<file path="src/design/scg_pkg.sv">
`default_nettype none
package scg_pkg;
   // Register map, byte addresses on the plain register port
   localparam logic [3:0] SCG_OFS_CTRL = 4'h0;
   localparam logic [3:0] SCG_OFS_STATUS = 4'h4;
   localparam logic [3:0] SCG_OFS_RATIO = 4'h8;
   // Register field positions
   localparam int SCG_CTRL_DIVCODE_LSB = 0;
   localparam int SCG_ST_LOCKED = 0;
   localparam int SCG_ST_PROG_DONE = 1;
   localparam int SCG_ST_STOPPED = 2;
   localparam int SCG_ST_FROZEN = 3;
   localparam int SCG_RATIO_MULT_LSB = 0;
   localparam int SCG_RATIO_DIV_LSB = 8;
   localparam int SCG_STATUS_STOPPED_BIT = 2;
   // Values after reset, and the largest divider code
   localparam logic [2:0] SCG_DIVCODE_RST = 3'h1;
   localparam logic [2:0] SCG_DIVCODE_MAX = 3'h5;
   localparam logic [7:0] SCG_MULT_M1_RST = 8'h03;
   localparam logic [7:0] SCG_DIV_M1_RST = 8'h00;
   // Bit, match and cycle counts, and the period width
   localparam int SCG_PROG_WORD_BITS = 9;
   localparam int SCG_LOCK_MATCHES = 4;
   localparam int SCG_REF_LOST_CYCLES = 1024;
   localparam int SCG_STOP_CYCLES = 1024;
   localparam int SCG_PERIOD_W = 16;

   typedef struct packed
   {
      logic [7:0] div_m1;
      logic [7:0] mult_m1;
   } scg_ratio_t;

   typedef enum logic [2:0]
   {
      SCG_ST_ACQUIRE = 3'b001,
      SCG_ST_LOCK = 3'b010,
      SCG_ST_FREE = 3'b100
   } scg_lock_state_t;
endpackage
`default_nettype wire

</file>
<file path="src/design/scg_clkgen_top.sv">
// Summary of operation
// - Reset restores defaults, then relocks before lock
// - Freeze after lock holds period and runs free
// - Output frequency is reference times M over D
// - M and D set by default or serially
// - Second output is inverted synthesised clock
// - Divided output is synth over set factor
// - Lock low while invalid, high when ready
// - Lock falling means lost or new ratio; controller resets
// - Startup lock-wait stalls until locked
// - Status bit two flags stopped outputs
// - Status bit one has no function
// - Other status bits reserved, read zero
// - Done low from reset until a word ends, and while busy
// - Done high when programming finished
// - Enable low blocks reprogramming
`default_nettype none
module scg_clkgen_top
#(
   parameter int LOCK_MATCHES = scg_pkg::SCG_LOCK_MATCHES,
   parameter int REF_LOST_CYCLES = scg_pkg::SCG_REF_LOST_CYCLES,
   parameter int STOP_CYCLES = scg_pkg::SCG_STOP_CYCLES
)
(
   input wire logic clock_in,
   input wire logic sys_rst_in,
   input wire logic ref_clk_in,
   input wire logic gen_rst_in,
   input wire logic freeze_free_run_in,
   input wire logic global_tristate_ctrl_in,
   input wire logic startup_lock_wait_cycle_in,
   input wire logic prog_clock_in,
   input wire logic prog_enable_in,
   input wire logic prog_serial_in,
   input wire logic [3:0] reg_addr_in,
   input wire logic [31:0] reg_wdata_in,
   input wire logic reg_wr_in,
   input wire logic reg_rd_in,
   output logic [31:0] reg_rdata_out,
   output logic synth_clk_out,
   output logic synth_clk_out_inv,
   output logic synth_clk_div_out,
   output logic locked_out,
   output logic [7:0] status_out,
   output logic prog_complete_out,
   output logic startup_stall_out
);
   import scg_pkg::*;

   localparam int PW = SCG_PERIOD_W;

   // Half of the divided-output factor, in synth rising edges, minus one
   function automatic logic [4:0] half_count(input logic [2:0] code);
      logic [2:0] c;
      c = (code == 3'h0 || code > SCG_DIVCODE_MAX) ? 3'h1 : code;
      return 5'((6'h1 << (c - 3'h1)) - 6'h1);
   endfunction

   logic gen_rst;
   logic ref_prev_q;
   logic ref_rise;
   logic seen_q;
   logic [PW-1:0] cnt_q;
   logic [PW-1:0] period_q;
   logic period_valid_q;
   logic [3:0] match_q;
   logic ref_lost;
   scg_lock_state_t state_q;
   scg_ratio_t ratio;
   logic apply;
   logic prog_done;
   logic nco_clk;
   logic nco_toggle;
   logic nco_prev_q;
   logic [4:0] div_cnt_q;
   logic [2:0] divcode_q;
   logic [15:0] stop_cnt_q;
   logic stopped_q;
   logic [PW-1:0] cnt_inc;
   logic close_match;
   scg_ratio_t nco_ratio_q;

   assign gen_rst = sys_rst_in | gen_rst_in;
   assign ref_rise = ref_clk_in & ~ref_prev_q;
   assign ref_lost = (cnt_q == PW'(REF_LOST_CYCLES - 1));
   assign cnt_inc = cnt_q + PW'(1);
   // One cycle either way still counts as a match: edges are sampled
   assign close_match = (cnt_inc == period_q) ||
                        (cnt_inc == period_q + PW'(1)) ||
                        (cnt_inc + PW'(1) == period_q);

   scg_prog_port u_prog
   (
      .clock_in(clock_in),
      .rst_in(gen_rst),
      .prog_clock_in(prog_clock_in),
      .prog_enable_in(prog_enable_in),
      .prog_serial_in(prog_serial_in),
      .ratio_out(ratio),
      .apply_out(apply),
      .prog_complete_out(prog_done)
   );

   scg_synth_nco #(.PERIOD_W(PW)) u_nco
   (
      .clock_in(clock_in),
      .rst_in(gen_rst),
      .enable_in(period_valid_q),
      .mult_in({1'b0, nco_ratio_q.mult_m1} + 9'h1),
      .div_in({1'b0, nco_ratio_q.div_m1} + 9'h1),
      .period_in(period_q),
      .synth_out(nco_clk),
      .toggle_out(nco_toggle)
   );

   // Running ratio waits for done, so outputs never run ahead of it
   always_ff @(posedge clock_in)
   begin
      if (gen_rst)
      begin
         nco_ratio_q.mult_m1 <= SCG_MULT_M1_RST;
         nco_ratio_q.div_m1 <= SCG_DIV_M1_RST;
      end
      else if (prog_done)
         nco_ratio_q <= ratio;
   end

   // Reference period measurement in system cycles
   always_ff @(posedge clock_in)
   begin
      if (gen_rst)
      begin
         ref_prev_q <= 1'b0;
         seen_q <= 1'b0;
         cnt_q <= '0;
         period_q <= '0;
         period_valid_q <= 1'b0;
      end
      else
      begin
         ref_prev_q <= ref_clk_in;
         if (ref_rise)
         begin
            cnt_q <= '0;
            seen_q <= 1'b1;
            // Frozen: last period is kept so the output runs free
            if (seen_q && state_q != SCG_ST_FREE)
            begin
               period_q <= cnt_inc;
               period_valid_q <= 1'b1;
            end
         end
         else if (!ref_lost)
            cnt_q <= cnt_inc;
         else if (state_q != SCG_ST_FREE)
         begin
            seen_q <= 1'b0;
            period_valid_q <= 1'b0;
         end
      end
   end

   // Consecutive matching periods before lock is claimed
   always_ff @(posedge clock_in)
   begin
      if (gen_rst || apply || (ref_lost && state_q != SCG_ST_FREE))
         match_q <= 4'h0;
      else if (ref_rise && seen_q && state_q != SCG_ST_FREE)
      begin
         if (!close_match)
            match_q <= 4'h0;
         else if (match_q != 4'(LOCK_MATCHES))
            match_q <= match_q + 4'h1;
      end
   end

   always_ff @(posedge clock_in)
   begin
      if (gen_rst)
         state_q <= SCG_ST_ACQUIRE;
      else
      begin
         case (state_q)
            SCG_ST_ACQUIRE:
               if (match_q == 4'(LOCK_MATCHES) && !global_tristate_ctrl_in &&
                   !apply)
                  state_q <= SCG_ST_LOCK;
            SCG_ST_LOCK:
               if (apply || ref_lost)
                  state_q <= SCG_ST_ACQUIRE;
               else if (freeze_free_run_in)
                  state_q <= SCG_ST_FREE;
            SCG_ST_FREE:
               if (apply)
                  state_q <= SCG_ST_ACQUIRE;
               else if (!freeze_free_run_in)
                  state_q <= SCG_ST_LOCK;
            default:
               state_q <= SCG_ST_ACQUIRE;
         endcase
      end
   end

   // Lock drops on reset, loss while not frozen, or a new ratio; it returns once the reference matches again with tristate low
   always_ff @(posedge clock_in)
   begin
      if (gen_rst)
         locked_out <= 1'b0;
      else
         locked_out <= (state_q == SCG_ST_LOCK && !apply && !ref_lost) ||
                       (state_q == SCG_ST_FREE && !apply);
   end

   always_ff @(posedge clock_in)
   begin
      if (gen_rst)
         startup_stall_out <= 1'b0;
      else
         startup_stall_out <= startup_lock_wait_cycle_in &&
                              !(state_q == SCG_ST_LOCK ||
                                state_q == SCG_ST_FREE);
   end

   // Both clock outputs from flops of one source keep them exact inverses
   always_ff @(posedge clock_in)
   begin
      if (gen_rst)
      begin
         synth_clk_out <= 1'b0;
         synth_clk_out_inv <= 1'b1;
      end
      else
      begin
         synth_clk_out <= nco_clk;
         synth_clk_out_inv <= ~nco_clk;
      end
   end

   // Divided output counts synth rising edges; phase is not aligned
   always_ff @(posedge clock_in)
   begin
      if (gen_rst)
      begin
         nco_prev_q <= 1'b0;
         div_cnt_q <= 5'h0;
         synth_clk_div_out <= 1'b0;
      end
      else
      begin
         nco_prev_q <= nco_clk;
         if (nco_clk && !nco_prev_q)
         begin
            if (div_cnt_q >= half_count(divcode_q))
            begin
               div_cnt_q <= 5'h0;
               synth_clk_div_out <= ~synth_clk_div_out;
            end
            else
               div_cnt_q <= div_cnt_q + 5'h1;
         end
      end
   end

   // Stopped flag can be high while lock is still reported
   always_ff @(posedge clock_in)
   begin
      if (gen_rst)
      begin
         stop_cnt_q <= 16'h0;
         stopped_q <= 1'b1;
      end
      else if (nco_toggle)
      begin
         stop_cnt_q <= 16'h0;
         stopped_q <= 1'b0;
      end
      else if (stop_cnt_q == 16'(STOP_CYCLES - 1))
         stopped_q <= 1'b1;
      else
         stop_cnt_q <= stop_cnt_q + 16'h1;
   end

   always_ff @(posedge clock_in)
   begin
      if (gen_rst)
      begin
         status_out <= 8'h00;
         prog_complete_out <= 1'b0;
      end
      else
      begin
         status_out <= 8'h00;
         status_out[SCG_STATUS_STOPPED_BIT] <= stopped_q;
         prog_complete_out <= prog_done;
      end
   end

   // Register port: only system reset restores the control register default
   always_ff @(posedge clock_in)
   begin
      if (sys_rst_in)
         divcode_q <= SCG_DIVCODE_RST;
      else if (reg_wr_in && reg_addr_in == SCG_OFS_CTRL)
         divcode_q <= reg_wdata_in[SCG_CTRL_DIVCODE_LSB +: 3];
   end

   always_ff @(posedge clock_in)
   begin
      if (sys_rst_in || !reg_rd_in)
         reg_rdata_out <= 32'h0;
      else
      begin
         reg_rdata_out <= 32'h0;
         case (reg_addr_in)
            SCG_OFS_CTRL:
               reg_rdata_out[SCG_CTRL_DIVCODE_LSB +: 3] <= divcode_q;
            SCG_OFS_STATUS:
            begin
               reg_rdata_out[SCG_ST_LOCKED] <= locked_out;
               reg_rdata_out[SCG_ST_PROG_DONE] <= prog_complete_out;
               reg_rdata_out[SCG_ST_STOPPED] <= stopped_q;
               reg_rdata_out[SCG_ST_FROZEN] <= (state_q == SCG_ST_FREE);
            end
            SCG_OFS_RATIO:
            begin
               reg_rdata_out[SCG_RATIO_MULT_LSB +: 8] <= ratio.mult_m1;
               reg_rdata_out[SCG_RATIO_DIV_LSB +: 8] <= ratio.div_m1;
            end
            default:
               reg_rdata_out <= 32'h0;
         endcase
      end
   end
endmodule
`default_nettype wire

</file>
<file path="src/design/scg_prog_port.sv">
`default_nettype none
module scg_prog_port
(
   input wire logic clock_in,
   input wire logic rst_in,
   input wire logic prog_clock_in,
   input wire logic prog_enable_in,
   input wire logic prog_serial_in,
   output scg_pkg::scg_ratio_t ratio_out,
   output logic apply_out,
   output logic prog_complete_out
);
   import scg_pkg::*;

   logic pclk_prev_q;
   logic en_prev_q;
   logic [SCG_PROG_WORD_BITS-1:0] shift_q;
   logic [3:0] count_q;
   logic pclk_rise;

   assign pclk_rise = prog_clock_in & ~pclk_prev_q;

   always_ff @(posedge clock_in)
   begin
      if (rst_in)
         pclk_prev_q <= 1'b0;
      else
         pclk_prev_q <= prog_clock_in;
   end

   // Serial word: target select bit first, then value minus one LSB first
   always_ff @(posedge clock_in)
   begin
      if (rst_in)
      begin
         shift_q <= '0;
         count_q <= 4'h0;
         en_prev_q <= 1'b0;
      end
      else if (pclk_rise)
      begin
         en_prev_q <= prog_enable_in;
         if (prog_enable_in)
         begin
            shift_q <= {prog_serial_in, shift_q[SCG_PROG_WORD_BITS-1:1]};
            if (count_q != 4'(SCG_PROG_WORD_BITS))
               count_q <= count_q + 4'h1;
         end
         else
            count_q <= 4'h0;
      end
   end

   // Word ends on the first prog clock edge with enable low
   always_ff @(posedge clock_in)
   begin
      if (rst_in)
      begin
         ratio_out <= '{div_m1: SCG_DIV_M1_RST, mult_m1: SCG_MULT_M1_RST};
         apply_out <= 1'b0;
      end
      else
      begin
         apply_out <= 1'b0;
         if (pclk_rise && en_prev_q && !prog_enable_in &&
             count_q == 4'(SCG_PROG_WORD_BITS))
         begin
            apply_out <= 1'b1;
            if (shift_q[0])
               ratio_out.div_m1 <= shift_q[SCG_PROG_WORD_BITS-1:1];
            else
               ratio_out.mult_m1 <= shift_q[SCG_PROG_WORD_BITS-1:1];
         end
      end
   end

   always_ff @(posedge clock_in)
   begin
      if (rst_in)
         prog_complete_out <= 1'b0;
      else if (apply_out)
         prog_complete_out <= 1'b1;
      // A finished word wins over a new first bit in the same cycle
      else if (pclk_rise && prog_enable_in)
         prog_complete_out <= 1'b0;
   end
endmodule
`default_nettype wire

</file>
<file path="src/design/scg_synth_nco.sv">
`default_nettype none
module scg_synth_nco
#(
   parameter int PERIOD_W = 16
)
(
   input wire logic clock_in,
   input wire logic rst_in,
   input wire logic enable_in,
   input wire logic [8:0] mult_in,
   input wire logic [8:0] div_in,
   input wire logic [PERIOD_W-1:0] period_in,
   output logic synth_out,
   output logic toggle_out
);
   import scg_pkg::*;

   localparam int ACC_W = PERIOD_W + 10;
   logic [ACC_W-1:0] acc_q;
   logic [ACC_W-1:0] sum;
   logic [ACC_W-1:0] thr;

   // Half periods: toggle rate 2M/(D*P) per cycle gives f_ref*M/D
   assign thr = ACC_W'(div_in * period_in);
   assign sum = acc_q + ACC_W'({mult_in, 1'b0});

   // Above half the system clock the output saturates at one toggle a cycle
   always_ff @(posedge clock_in)
   begin
      if (rst_in || !enable_in)
      begin
         acc_q <= '0;
         synth_out <= 1'b0;
         toggle_out <= 1'b0;
      end
      else if (sum >= thr)
      begin
         acc_q <= sum - thr;
         synth_out <= ~synth_out;
         toggle_out <= 1'b1;
      end
      else
      begin
         acc_q <= sum;
         toggle_out <= 1'b0;
      end
   end
endmodule
`default_nettype wire

</file>
<file path="config.mk">
export PLATFORM = sky130hd
export DESIGN_NAME = scg_clkgen_top
export DESIGN_NICKNAME = d
export VERILOG_FILES = /design/src/design/scg_pkg.sv /design/src/design/scg_clkgen_top.sv /design/src/design/scg_prog_port.sv /design/src/design/scg_synth_nco.sv
export SDC_FILE = /design/constraint.sdc
export NUM_CORES = 1
export LEC_CHECK = 0
export ABC_AREA = 0
export BUFFER_PORTS_ARGS = -buffer_cell sky130_fd_sc_hd__buf_4
export CAP_MARGIN = 25
export CORE_ASPECT_RATIO = 1.1
export CORE_MARGIN = 4
export CORE_UTILIZATION = 55
export CTS_BUF_LIST = sky130_fd_sc_hd__clkbuf_8
export DETAILED_ROUTE_END_ITERATION = 7
export GPL_ROUTABILITY_DRIVEN = 0
export PLACE_DENSITY = 0.75
export SYNTH_ARGS = -nofsm -noshare
export SYNTH_HDL_FRONTEND = slang
export SYNTH_HIERARCHICAL = 1
export SYNTH_SLANG_ARGS = --single-unit
</file>
<file path="constraint.sdc">
create_clock -name clock_in -period 11.7 [get_ports clock_in]
set_input_delay 1.17 -clock clock_in [delete_from_list [all_inputs] [get_ports clock_in]]
set_output_delay 1.17 -clock clock_in [all_outputs]
set_load 0.03 [all_outputs]
</file>
==> results.json <==
{
  "overflow": 0,
  "yosys_warnings": 6,
  "via_per_inst": 5.793,
  "numClockSinks": 167,
  "placed_area_mm2": 0.01538,
  "antenna_cells": 0,
  "hold_start": "u_prog/en_prev_q$_SDFFE_PP0P_",
  "drive_gt1_share_pct": 7.180,
  "regToRegStartpoint": "nco_ratio_q[10]$_SDFFE_PP0P_",
  "final-hold-violation-count": 0,
  "final.min_clock_period_ps": 8585,
  "cts_root_buf": "clkbuf_8",
  "power_density_mw_per_mm2": 73.32,
  "synth_flop_cell": "dfxtp_1",
  "status": "finished clean",
  "synth_cells": 1720,
  "holdWs_ps": 474.9,
  "syn-cell-area_mm2": 0.01501,
  "final_antenna_net_count": 0,
  "end_kind": "flip-flop",
  "relSlewSlack_pct": 33.13,
  "wl_per_cell_um": 16.07,
  "design_area_mm2": 0.01581,
  "hpwl_um": 25440,
  "path_max_fanout": 22,
  "grt_max_degree": 71,
  "crit_type": "reg -> reg",
  "cts_setup_buffers": 0,
  "startpoint_type": "flip-flop",
  "synthDistinctLibCells": 99,
  "clk_pin_slew_ps": 100,
  "ios": 94,
  "layout_commonest_cell": "dfxtp_1",
  "startpoint": "nco_ratio_q[10]$_SDFFE_PP0P_",
  "grt_pass1_wl_um": 56970,
  "syn_avg_cell_area_um2": 8.725,
  "post_cts_resized": 0,
  "setup_viol": 0,
  "area_growth_pct": 5.370,
  "drcViolationCount": 0,
  "fin_skew_ps": 30.19,
  "cts_max_level": 4,
  "finalCritPeriodShare_pct": 73.38,
  "rsz0062_at_grt": "false",
  "routed_wl_um": 33480,
  "synthArstFlopShare_pct": 0,
  "r2r_setup_slack_ps": 3110,
  "drt_iter0_drc": 600,
  "tritoncts": "built",
  "start_util_pct": 55.67,
  "grt_use_total_pct": 22.89,
  "clk_path_buf_depth": 2,
  "nets": 1963,
  "fmax_mhz": 116.5,
  "grt_pass1_vias": 11780,
  "cts-buffers-inserted": 17,
  "maxSlewViolCount": 0,
  "dr.pass1.iters": 7,
  "r2r_cells": 27,
  "ir_drop_v": 0.00008135,
  "synth.area.top_cells": "dfxtp_1, fa_1, ha_1, and2_1, xnor2_1",
  "synth_top_area_share_pct": 22.28,
  "hold_buffers": 0,
  "reg2reg_to": "u_nco/acc_q[17]$_SDFF_PP0_",
  "crit_arrival_ps": 8930,
  "synth_edf_count": 0,
  "die_x_um": 165.5,
  "hold_class": "reg -> reg",
  "yosys.area.top_type": "dfxtp_1",
  "p_leak_nw": 6.912,
  "antenna_found_initial": 0,
  "required_ps": 12050,
  "ys_ff_latch": 167,
  "synth-seq-area-share_pct": 22.28,
  "maxCapViolations": 0,
  "worstSkewPairLatency_ps": 490,
  "crit_path_end": "u_nco/acc_q[17]$_SDFF_PP0_",
  "power_mw": 1.159,
  "numPortBuffers": 41,
  "tns_ps": 0,
  "die-area_mm2": 0.03000,
  "num_vias": 12070,
  "layout_common_cells": "dfxtp_1, nand2_1, nor2_1",
  "fp-row-count": 63,
  "die_height_um": 181.2,
  "worst_pin_slew_ps": 1003,
  "fp.coreArea_mm2": 0.02696
}
[worst min-delay path by stage]
stage,to,slack (ps),depth (start not counted)
after global routing,stop_cnt_q[6]$_SDFFE_PP0N_,510,1
after detailed placement,u_prog/en_prev_q$_SDFFE_PP0P_,460,2
after CTS,u_prog/en_prev_q$_SDFFE_PP0P_,480,2
after global placement,stop_cnt_q[6]$_SDFFE_PP0N_,440,1
final,u_prog/en_prev_q$_SDFFE_PP0P_,470,2
after floorplan,stopped_q$_SDFFE_PP1P_,410,1
[stage by stage]
step           utilization, %  worst slack, ps  instances
6_report                58.66             3115       2084
5_1_grt                 58.66             2559       2084
4_1_cts                 58.66             3115       2084
3_5_place_dp            57.05             3152       2053
3_3_place_gp            57.05             3312       2053
2_1_floorplan               -             4037       1742
[worst max-delay path: stages (launching register included)]
cell and delay (ps):
dfxtp_1 410, and3_1 190, and2_1 160, and4_1 560, nand2_1 150, fa_1 530, fa_1 540, inv_1 50
fa_1 500, fa_1 490, ha_1 400, a2111oi_2 430, o21ai_1 210, a311o_1 340, a31oi_1 390, o21bai_1 100
a21oi_1 190, xor2_1 190, ha_1 330, a21oi_2 200, o21bai_1 100, a2111oi_0 580, nor3_1 100, a311o_1 370
or2_1 320, buf_4 280, nand2_1 220, o22ai_1 120
[final cells by class]
| type | count | area, um2 |
|---|---|---|
| clock buffers | 18 | 247.7 |
| clock inverters | 13 | 183.9 |
| fillers | 2356 | 11150 |
| inverters | 127 | 476.7 |
| multi-input cells | 1351 | 10730 |
| flip-flops and latches | 167 | 3343 |
| well taps | 357 | 446.7 |
| repair buffers | 51 | 382.9 |
[Yosys cell counts, drive strengths merged (12+ instances only)]
library cell  count
xnor2            83
inv             126
fa              101
nor3             28
ha               99
nor2b            17
nor2            134
o21ai            47
dfxtp           167
nand2           144
o211ai           15
xor2             50
a211oi           38
nand2b           16
clkbuf           39
a31oi            12
nand3            55
nand4            38
buf              58
and4             12
a21oi            87
and3             22
and2            111
nor4             12
o31ai            20
mux2i            45
[flip-flops by register name (all words and copies together), names as in the netlist, 9 cells and up]
| name | flops |
|---|---|
| cnt_q | 16 |
| u_nco/acc_q | 26 |
| reg_rdata_out | 16 |
| u_prog/shift_q | 9 |
| stop_cnt_q | 16 |
| u_prog/ratio_out | 16 |
| nco_ratio_q | 16 |
| period_q | 16 |
[where the power goes]
group          total (mW)  internal (mW)  switching, mW
logic               0.111         0.0426         0.0684
registers           0.577          0.571        0.00623
clock network       0.471          0.224          0.248
[cell families after synthesis]
family                     Yosys count  synth area share [%]
other                                1               0.02499
adders and majority gates          200                 21.73
buffers and inverters              224                 6.762
xor gates and xnor gates           144                 9.872
muxes                               45                 3.085
and+or+nand+nor                    641                 22.84
AOI/OAI and AO/OA                  298                 13.42
DFF                                167                 22.28
[metal layers]
layer  vias up  routed length [um]  global-route usage (%)
li1       5907                   -                       -
met4         0                 794                   7.195
met1      5816               14530                   29.16
met2       289               16900                   40.21
met5         -                   0                       0
met3        60                1248                   2.738
(Power assumes the default switching activity.)
